File: config.mk
export PLATFORM = sky130hd
export DESIGN_NAME = cssel_clock_startup
export DESIGN_NICKNAME = d
export VERILOG_FILES = /design/src/rtl/cssel_pkg.sv /design/src/rtl/cssel_tick_sync.sv /design/src/rtl/cssel_clock_startup.sv
export SDC_FILE = /design/constraint.sdc
export NUM_CORES = 1
export LEC_CHECK = 0
export BUFFER_PORTS_ARGS = -buffer_cell sky130_fd_sc_hd__buf_2
export CAP_MARGIN = 20
export CORE_MARGIN = 3
export CORE_UTILIZATION = 61
export DETAILED_ROUTE_END_ITERATION = 16
export PLACE_DENSITY = 0.9
export SLEW_MARGIN = 30
export SYNTH_ARGS = -nofsm -noshare
export SYNTH_HDL_FRONTEND = slang
export SYNTH_HIERARCHICAL = 1
export SYNTH_SLANG_ARGS = --single-unit
File: constraint.sdc
create_clock -name clk -period 7.2 [get_ports clk]
set_input_delay 0.72 -clock clk [delete_from_list [all_inputs] [get_ports clk]]
set_output_delay 0.72 -clock clk [all_outputs]
set_load 0.05 [all_outputs]
File: src/rtl/cssel_pkg.sv
// Package for the clock source and start-up delay selection block.
// Assumes one clock domain at 125 MHz; fuse values arrive as static levels.
package cssel_pkg;

	// ---------------------------------------------------------------
	// Fuse encodings
	// ---------------------------------------------------------------
	localparam logic [3:0] CSSEL_EXT_CLK   = 4'h0;
	localparam logic [3:0] CSSEL_RC_CAL    = 4'h2;
	localparam logic [3:0] CSSEL_RC_128K   = 4'h3;
	localparam logic [3:0] CSSEL_LF_FAST   = 4'h4;
	localparam logic [3:0] CSSEL_LF_SLOW   = 4'h5;
	localparam logic [3:0] CSSEL_LF_XTAL_A = 4'h6;
	localparam logic [3:0] CSSEL_LF_XTAL_B = 4'h7;
	localparam logic [1:0] CSSEL_SUT_NONE  = 2'h0;
	localparam logic [1:0] CSSEL_SUT_SHORT = 2'h1;
	localparam logic [1:0] CSSEL_SUT_LONG  = 2'h2;
	localparam logic [1:0] CSSEL_SUT_RSVD  = 2'h3;

	// ---------------------------------------------------------------
	// Shipped defaults and reset values
	// ---------------------------------------------------------------
	localparam logic [3:0] CSSEL_DEF_SRC   = CSSEL_RC_CAL;
	localparam logic [1:0] CSSEL_DEF_SUT   = CSSEL_SUT_LONG;
	localparam logic       CSSEL_DEF_DIV8  = 1'b0;
	localparam logic [7:0] CSSEL_TRIM_RST  = 8'h00;
	localparam logic [3:0] CSSEL_PRESC_D1  = 4'h0;
	localparam logic [3:0] CSSEL_PRESC_D8  = 4'h3;

	// ---------------------------------------------------------------
	// Cycle counts
	// ---------------------------------------------------------------
	localparam logic [15:0] CSSEL_CK_RESET  = 16'h0013;
	localparam logic [15:0] CSSEL_CK_WAKE6  = 16'h0006;
	localparam logic [15:0] CSSEL_CK_WAKE1K = 16'h0400;
	localparam logic [15:0] CSSEL_CK_WAKE32K = 16'h8000;
	localparam logic [13:0] CSSEL_WDT_NONE  = 14'h0000;
	localparam logic [13:0] CSSEL_WDT_SHORT = 14'h0200;
	localparam logic [13:0] CSSEL_WDT_LONG  = 14'h2000;
	localparam int          CSSEL_SYNC_LEN  = 2;

	// ---------------------------------------------------------------
	// Types
	// ---------------------------------------------------------------
	typedef enum logic [2:0] {
		CSSEL_ST_IDLE    = 3'b000,
		CSSEL_ST_TIMEOUT = 3'b001,
		CSSEL_ST_START   = 3'b010,
		CSSEL_ST_RUN     = 3'b011,
		CSSEL_ST_SLEEP   = 3'b100
	} cssel_state_e;

	typedef struct packed {
		logic [3:0] clock_source_select_fuses;
		logic [1:0] startup_delay_fuses;
		logic       divide_by_eight_fuse;
		logic       reset_pin_disable_fuse;
	} cssel_fuse_s;

	typedef struct packed {
		logic       src_ext;
		logic       src_rc_cal;
		logic       src_rc_128k;
		logic       src_lf_xtal;
	} cssel_src_s;

endpackage : cssel_pkg

File: src/rtl/cssel_tick_sync.sv
// Two-stage synchroniser with rising edge pulse for an asynchronous clock.
// Assumes the sampled clock is well below half of clk.
`timescale 1ns/10ps
module cssel_tick_sync (
	// Clock and reset
	input  wire logic clk,
	input  wire logic rst,
	// Asynchronous clock in, one-cycle pulse out
	input  wire logic async_in,
	output logic      rise_pulse
);
	logic meta_r;
	logic sync_r;
	logic last_r;

	// The chain keeps sampling through reset, so the edge memory already
	// holds the pin level at release and a source that is high then does
	// not count a phantom cycle.
	always_ff @(posedge clk) begin
		meta_r <= async_in;
		sync_r <= meta_r;
		last_r <= sync_r;
	end

	assign rise_pulse = sync_r & ~last_r & ~rst;

endmodule : cssel_tick_sync

File: src/rtl/cssel_clock_startup.sv
// Clock source selection and start-up delay sequencer.
// Assumes fuses are static, oscillators arrive as raw levels on pins and
// a reset request and power-down wake request come from the same domain.
// How it works
// - Fuse 0100 to 0111 selects watch crystal.
// - Crystal wake counts: 0100 1K, 0101 32K.
// - Crystal reset delay 19, +4.1ms, +65ms.
// - Fuse 0010 selects calibrated RC oscillator.
// - Shipped default divides RC clock by eight.
// - Reset loads factory value into trim register.
// - Software may overwrite the trim register.
// - RC source waits 6 cycles on wake.
// - Reset pin disabled lengthens shortest delay of RC and 128kHz sources.
// - Watchdog oscillator always times reset time-out.
// - Fuse 0011 selects 128kHz internal oscillator.
// - 128kHz source waits 6 cycles on wake.
// - Fuse 0000 selects external clock input.
// - External clock waits 6 cycles on wake.
// - Time-out counts 0, 512 or 8192 cycles.
// - Wake applies start-up count, no time-out.
`timescale 1ns/10ps
module cssel_clock_startup (
	// Clock and reset
	input  wire logic                  clk,
	input  wire logic                  rst,
	// Fuses
	input  wire cssel_pkg::cssel_fuse_s fuses,
	input  wire logic [7:0]            factory_trim,
	// Oscillator outputs seen as raw levels
	input  wire logic                  crystal_input_pin,
	input  wire logic                  timer_osc_input_pin,
	input  wire logic                  rc_cal_osc,
	input  wire logic                  rc_128k_osc,
	input  wire logic                  watchdog_osc,
	// Power control
	input  wire logic                  sleep_enter,
	input  wire logic                  wake_request,
	// Trim write port
	input  wire logic                  trim_wr,
	input  wire logic [7:0]            trim_wdata,
	// Status and selection outputs
	output cssel_pkg::cssel_src_s      src_sel,
	output logic [7:0]                 rc_trim_register,
	output logic [3:0]                 prescale_init,
	output logic                       internal_reset,
	output logic                       fuse_reserved
);
	// ---------------------------------------------------------------
	// Source decode
	// ---------------------------------------------------------------
	logic [3:0] src_f;
	logic [1:0] sut_f;
	logic       sel_lf;
	logic       sel_rc;
	logic       sel_128;
	logic       sel_ext;
	logic       src_tick;
	logic       wdt_tick;
	logic       xtal_tick;
	logic       tosc_tick;
	logic       rc_tick;
	logic       k128_tick;

	assign src_f   = fuses.clock_source_select_fuses;
	assign sut_f   = fuses.startup_delay_fuses;
	assign sel_lf  = (src_f == cssel_pkg::CSSEL_LF_XTAL_A) |
	                 (src_f == cssel_pkg::CSSEL_LF_XTAL_B) |
	                 (src_f == cssel_pkg::CSSEL_LF_FAST) |
	                 (src_f == cssel_pkg::CSSEL_LF_SLOW);
	assign sel_rc  = (src_f == cssel_pkg::CSSEL_RC_CAL);
	assign sel_128 = (src_f == cssel_pkg::CSSEL_RC_128K);
	assign sel_ext = (src_f == cssel_pkg::CSSEL_EXT_CLK);

	// Rising edges of each source, sampled on clk.
	cssel_tick_sync u_sync_xtal (
		.clk        (clk),
		.rst        (rst),
		.async_in   (crystal_input_pin),
		.rise_pulse (xtal_tick)
	);
	cssel_tick_sync u_sync_tosc (
		.clk        (clk),
		.rst        (rst),
		.async_in   (timer_osc_input_pin),
		.rise_pulse (tosc_tick)
	);
	cssel_tick_sync u_sync_rc (
		.clk        (clk),
		.rst        (rst),
		.async_in   (rc_cal_osc),
		.rise_pulse (rc_tick)
	);
	cssel_tick_sync u_sync_128 (
		.clk        (clk),
		.rst        (rst),
		.async_in   (rc_128k_osc),
		.rise_pulse (k128_tick)
	);
	cssel_tick_sync u_sync_wdt (
		.clk        (clk),
		.rst        (rst),
		.async_in   (watchdog_osc),
		.rise_pulse (wdt_tick)
	);

	// The crystal and timer oscillator share a pin pair; the watch
	// crystal is taken from either side of it.
	assign src_tick = sel_ext ? xtal_tick :
	                  sel_rc  ? rc_tick :
	                  sel_128 ? k128_tick :
	                  sel_lf  ? (xtal_tick | tosc_tick) : 1'b0;

	// ---------------------------------------------------------------
	// Count selection
	// ---------------------------------------------------------------
	logic [13:0] wdt_target;
	logic [15:0] wake_target;
	logic [1:0]  sut_eff;

	always_comb begin
		sut_eff = sut_f;
		if (fuses.reset_pin_disable_fuse == 1'b0 && sut_f == cssel_pkg::CSSEL_SUT_NONE &&
		    (sel_rc || sel_128)) begin
			sut_eff = cssel_pkg::CSSEL_SUT_SHORT;
		end
	end

	always_comb begin
		case (sut_eff)
			cssel_pkg::CSSEL_SUT_SHORT: wdt_target = cssel_pkg::CSSEL_WDT_SHORT;
			cssel_pkg::CSSEL_SUT_LONG:  wdt_target = cssel_pkg::CSSEL_WDT_LONG;
			default:                    wdt_target = cssel_pkg::CSSEL_WDT_NONE;
		endcase
	end

	always_comb begin
		if (src_f == cssel_pkg::CSSEL_LF_SLOW) begin
			wake_target = cssel_pkg::CSSEL_CK_WAKE32K;
		end else if (sel_lf) begin
			wake_target = cssel_pkg::CSSEL_CK_WAKE1K;
		end else begin
			wake_target = cssel_pkg::CSSEL_CK_WAKE6;
		end
	end

	assign fuse_reserved = (sut_f == cssel_pkg::CSSEL_SUT_RSVD) |
	                       ~(sel_lf | sel_rc | sel_128 | sel_ext);

	// ---------------------------------------------------------------
	// Start-up sequencer
	// ---------------------------------------------------------------
	cssel_pkg::cssel_state_e state_r;
	logic [13:0]             wdt_cnt_r;
	logic [15:0]             ck_cnt_r;
	logic [15:0]             ck_target_r;

	// The reset time-out runs on the watchdog oscillator only; the chosen
	// source changes only its length, as RC and 128kHz sources lengthen
	// the shortest delay when the reset pin is disabled; the extra 19 source cycles follow.
	always_ff @(posedge clk) begin
		if (rst) begin
			state_r     <= cssel_pkg::CSSEL_ST_IDLE;
			wdt_cnt_r   <= 14'h0000;
			ck_cnt_r    <= 16'h0000;
			ck_target_r <= cssel_pkg::CSSEL_CK_RESET;
		end else begin
			case (state_r)
				cssel_pkg::CSSEL_ST_IDLE: begin
					wdt_cnt_r   <= 14'h0000;
					ck_cnt_r    <= 16'h0000;
					ck_target_r <= cssel_pkg::CSSEL_CK_RESET;
					state_r     <= cssel_pkg::CSSEL_ST_TIMEOUT;
				end
				cssel_pkg::CSSEL_ST_TIMEOUT: begin
					if (wdt_cnt_r >= wdt_target) begin
						state_r <= cssel_pkg::CSSEL_ST_START;
					end else if (wdt_tick) begin
						wdt_cnt_r <= wdt_cnt_r + 14'h0001;
					end
				end
				cssel_pkg::CSSEL_ST_START: begin
					if (ck_cnt_r >= ck_target_r) begin
						state_r <= cssel_pkg::CSSEL_ST_RUN;
					end else if (src_tick) begin
						ck_cnt_r <= ck_cnt_r + 16'h0001;
					end
				end
				cssel_pkg::CSSEL_ST_RUN: begin
					if (sleep_enter) begin
						state_r <= cssel_pkg::CSSEL_ST_SLEEP;
					end
				end
				cssel_pkg::CSSEL_ST_SLEEP: begin
					if (wake_request) begin
						ck_cnt_r    <= 16'h0000;
						ck_target_r <= wake_target;
						state_r     <= cssel_pkg::CSSEL_ST_START;
					end
				end
				default: begin
					state_r <= cssel_pkg::CSSEL_ST_IDLE;
				end
			endcase
		end
	end

	always_ff @(posedge clk) begin
		if (rst) begin
			internal_reset <= 1'b1;
		end else begin
			internal_reset <= (state_r != cssel_pkg::CSSEL_ST_RUN) &&
			                  (state_r != cssel_pkg::CSSEL_ST_SLEEP);
		end
	end

	// ---------------------------------------------------------------
	// Trim register, prescaler start value and source outputs
	// ---------------------------------------------------------------
	always_ff @(posedge clk) begin
		if (rst) begin
			rc_trim_register <= cssel_pkg::CSSEL_TRIM_RST;
		end else if (internal_reset) begin
			rc_trim_register <= factory_trim;
		end else if (trim_wr) begin
			rc_trim_register <= trim_wdata;
		end
	end

	always_ff @(posedge clk) begin
		if (rst) begin
			prescale_init <= cssel_pkg::CSSEL_PRESC_D8;
			src_sel       <= '0;
		end else begin
			prescale_init <= (fuses.divide_by_eight_fuse == 1'b0) ?
			                 cssel_pkg::CSSEL_PRESC_D8 : cssel_pkg::CSSEL_PRESC_D1;
			src_sel.src_ext     <= sel_ext;
			src_sel.src_rc_cal  <= sel_rc;
			src_sel.src_rc_128k <= sel_128;
			src_sel.src_lf_xtal <= sel_lf;
		end
	end

endmodule : cssel_clock_startup

==> metrics.cfg <==
[floorplanning]
core_area_um2 = 5303
rows = 26
start_util = 0.6548
io_pins = 52
die_w_um = 81.45
dieArea_um2 = 6633
die_h_um = 81.45

[timing]
report.final.slew_viol_count = 0
fin_crit_ps = 3236
setup_viol_count_final = 0
tightest_slew_ps = 872.5
rsz0062_at_grt = no
post-route-period-util = 0.4494
max-slew-margin-rel = 0.4183
finalSetupTns_ps = 0
final-hold-violation-count = 0
fin_skew_ps = 8.562
max_freq_ghz = 0.3091

[final_layout]
diodes = 0
stdcell_count = 510
finalNetCount = 481
finish.utilization = 0.7329
area_growth_pct = 11.93
final_area_um2 = 3886
drive_gt1_frac = 0.1909

[setup_path]
critPathRequiredTime_ps = 7450
arrival_ps = 3480
cp_max_fo = 18
max_stage_delay_ps = 460
start_kind = input port
cpMostUsedCell = nor2_1
path_cells = buf_2, or3b_1, nor2_1, nor2_1, nor2_1, ha_1, or4b_1, a21oi_1, a31oi_2, nor4_1, mux2_2
cpMaxStageDelayCell = or4b_1
reg2reg_from = ck_cnt_r[0]
cp-startpoint = fuses[6]
crit_path_end_kind = flop
critical_path_class = in2reg

[grt]
grt_pass1_wl_mm = 12.99
track_usage = 0.2521
antenna_found_initial = 0
grt_max_degree = 52
grt_remaining_overflow = 0
grt_pass1_vias = 2923

[clock_network]
clockBufferDepth = 2
clk_pin_slew_ps = 70
root_buffer = clkbuf_8
numCtsBuffers = 9
insertion_delay_ps = 350
cts-resized-gates = 0
numClockSinks = 67
postCtsSetupBuffers = 0
hold_buffers = 0
cts_tree = built
cts_max_level = 3

[place]
dp_hpwl_mm = 5.399
dp_cells = 495
io_buffers = 49
placed_cell_area_um2 = 3697
place.gp.congestion = 0.8315

[logic_synthesis]
syn_inst = 401
synth_top_cell_by_area = dfxtp_1
yosysWarnings = 6
postSynth.asyncResetShare = 0
yosysSeqAreaShare = 0.3863
syn_area_um2 = 3472
synthFlopType = dfxtp_1
yosysTopAreaCellShare = 0.3863
synth_top_cells_by_area = dfxtp_1, mux2i_1, nand2b_1, ha_1, nor2_1
synth.distinct_cells = 59
synth_edf_count = 0
avgSynthCellArea_um2 = 8.659
yosys_register_bits = 67

[detailed_routing]
remaining_drc_errors = 0
wire_per_inst_um = 15.21
avgViaCountPerCell = 6.118
drtAntennaViolNets = 0
wl_mm = 7.758
vias = 3120
drtIter0Drc = 151
drt_first_pass_iters = 5

[power_and_ir_drop]
leakage_nw = 1.457
peakVddDrop_uv = 180.2
cellPowerDensity_nw_per_um2 = 223.3
finalPower_mw = 0.8678

[outcome]
run_status = finished, final reports clean

[worst_hold_path]
hold_start = u_sync_tosc/meta_r
hold_path.class = reg2reg

[run]
drv_cap = 0

cell usage in the layout, fill, tap and decap left out, types with 3 or more instances in the layout:
master	instances
clkbuf_8	9
or4b_1	3
a21oi_1	16
nand4_1	5
o32ai_1	3
nor4_1	10
o21ai_1	3
o21ai_0	18
o22ai_1	7
nand3_1	10
a211oi_1	15
nor3b_2	5
and3_1	5
nand2b_1	24
or4_1	4
nand2_1	30
nor3_1	9
mux2i_1	16
o31ai_1	6
ha_1	11
nor2_1	34
or3_1	7
buf_2	49
dfxtp_1	67
nand4bb_1	3
nor2b_1	5
inv_1	17
o211ai_1	3
state kept, by name (all words and copies together) (netlist names), 3 cells and up:
signal	count
ck_target_r	5
state_r	3
ck_cnt_r	16
wdt_cnt_r	14
src_sel	4
rc_trim_register	8
cells in the mapped netlist, types with 3 or more instances:
master and count:
or4_1 4, nand2_1 30, and3_1 5, nand2b_1 24, a211oi_1 15, nor4_1 10, nor2_1 34, o31ai_1 6
dfxtp_1 67, o211ai_1 3, clkbuf_1 18, mux2i_1 16, buf_1 3, nand4bb_1 3, nor3_1 9, a21oi_1 16
o22ai_1 7, buf_4 5, or4b_1 3, nor3b_2 5, o32ai_1 3, o21ai_0 19, inv_1 17, nand4_1 5
nor2b_1 5, nand3_1 10, or3_1 7, ha_1 11
final timing paths:
check | to | slack (ps) | depth (start not counted)
max | wdt_cnt_r[9] | 3960 | 11
min reg2reg | u_sync_tosc/sync_r | 330 | 0
max reg2reg | ck_cnt_r[11] | 4330 | 8
min | u_sync_tosc/sync_r | 330 | 0
layout make-up:
cell class | count | area, um2
Inverter | 17 | 63.81
Clock buffer | 9 | 123.9
Tap cell | 70 | 87.58
Sequential cell | 67 | 1341
Fill cell | 383 | 1416
Timing Repair Buffer | 51 | 260.3
Multi-Input combinational cell | 290 | 1944
Clock inverter | 6 | 65.06
where the power goes:
group          total [mW]  internal [mW]  leakage, nW  switching, mW
logic               0.168         0.0577        0.813          0.110
registers           0.396          0.384        0.549         0.0119
clock network       0.304          0.158       0.0955          0.146
kinds of logic (layout without fill, tap and decap cells):
group	after synthesis	count (layout)	share of synthesized area
DFF	67	67	0.3863
muxes	18	18	0.05261
AOI/OAI and AO/OA	91	91	0.1867
buffers and inverters	45	83	0.05657
other	1	2	0.001080
and+or+nand+nor	168	168	0.2771
adders and majority gates	11	11	0.03964
critical path, delay by kind of cell:
kind            cells  cell delay (ps)
simple gates        6             1530
mux                 1              370
buf+inv             1              120
fa+ha+maj           1              150
compound gates      2              580
per-stage QoR:
stage	setup WS [ps]	hold WS (ps)
floorplan	4078	309.6
global placement	3645	310.6
detailed placement	3640	313.2
CTS	3980	331.2
global route	3694	334.7
finish	3965	328.4
routing by layer:
layer | track usage | part of all wire | vias to the layer above
li1 | - | - | 1527
met1 | 0.3052 | 0.44 | 1461
met2 | 0.4251 | 0.48 | 114
met3 | 0.05154 | 0.064 | 18
met4 | 0.1233 | 0.019 | 0
met5 | 0 | 0 | -
Power figures use the tool's default switching activity.
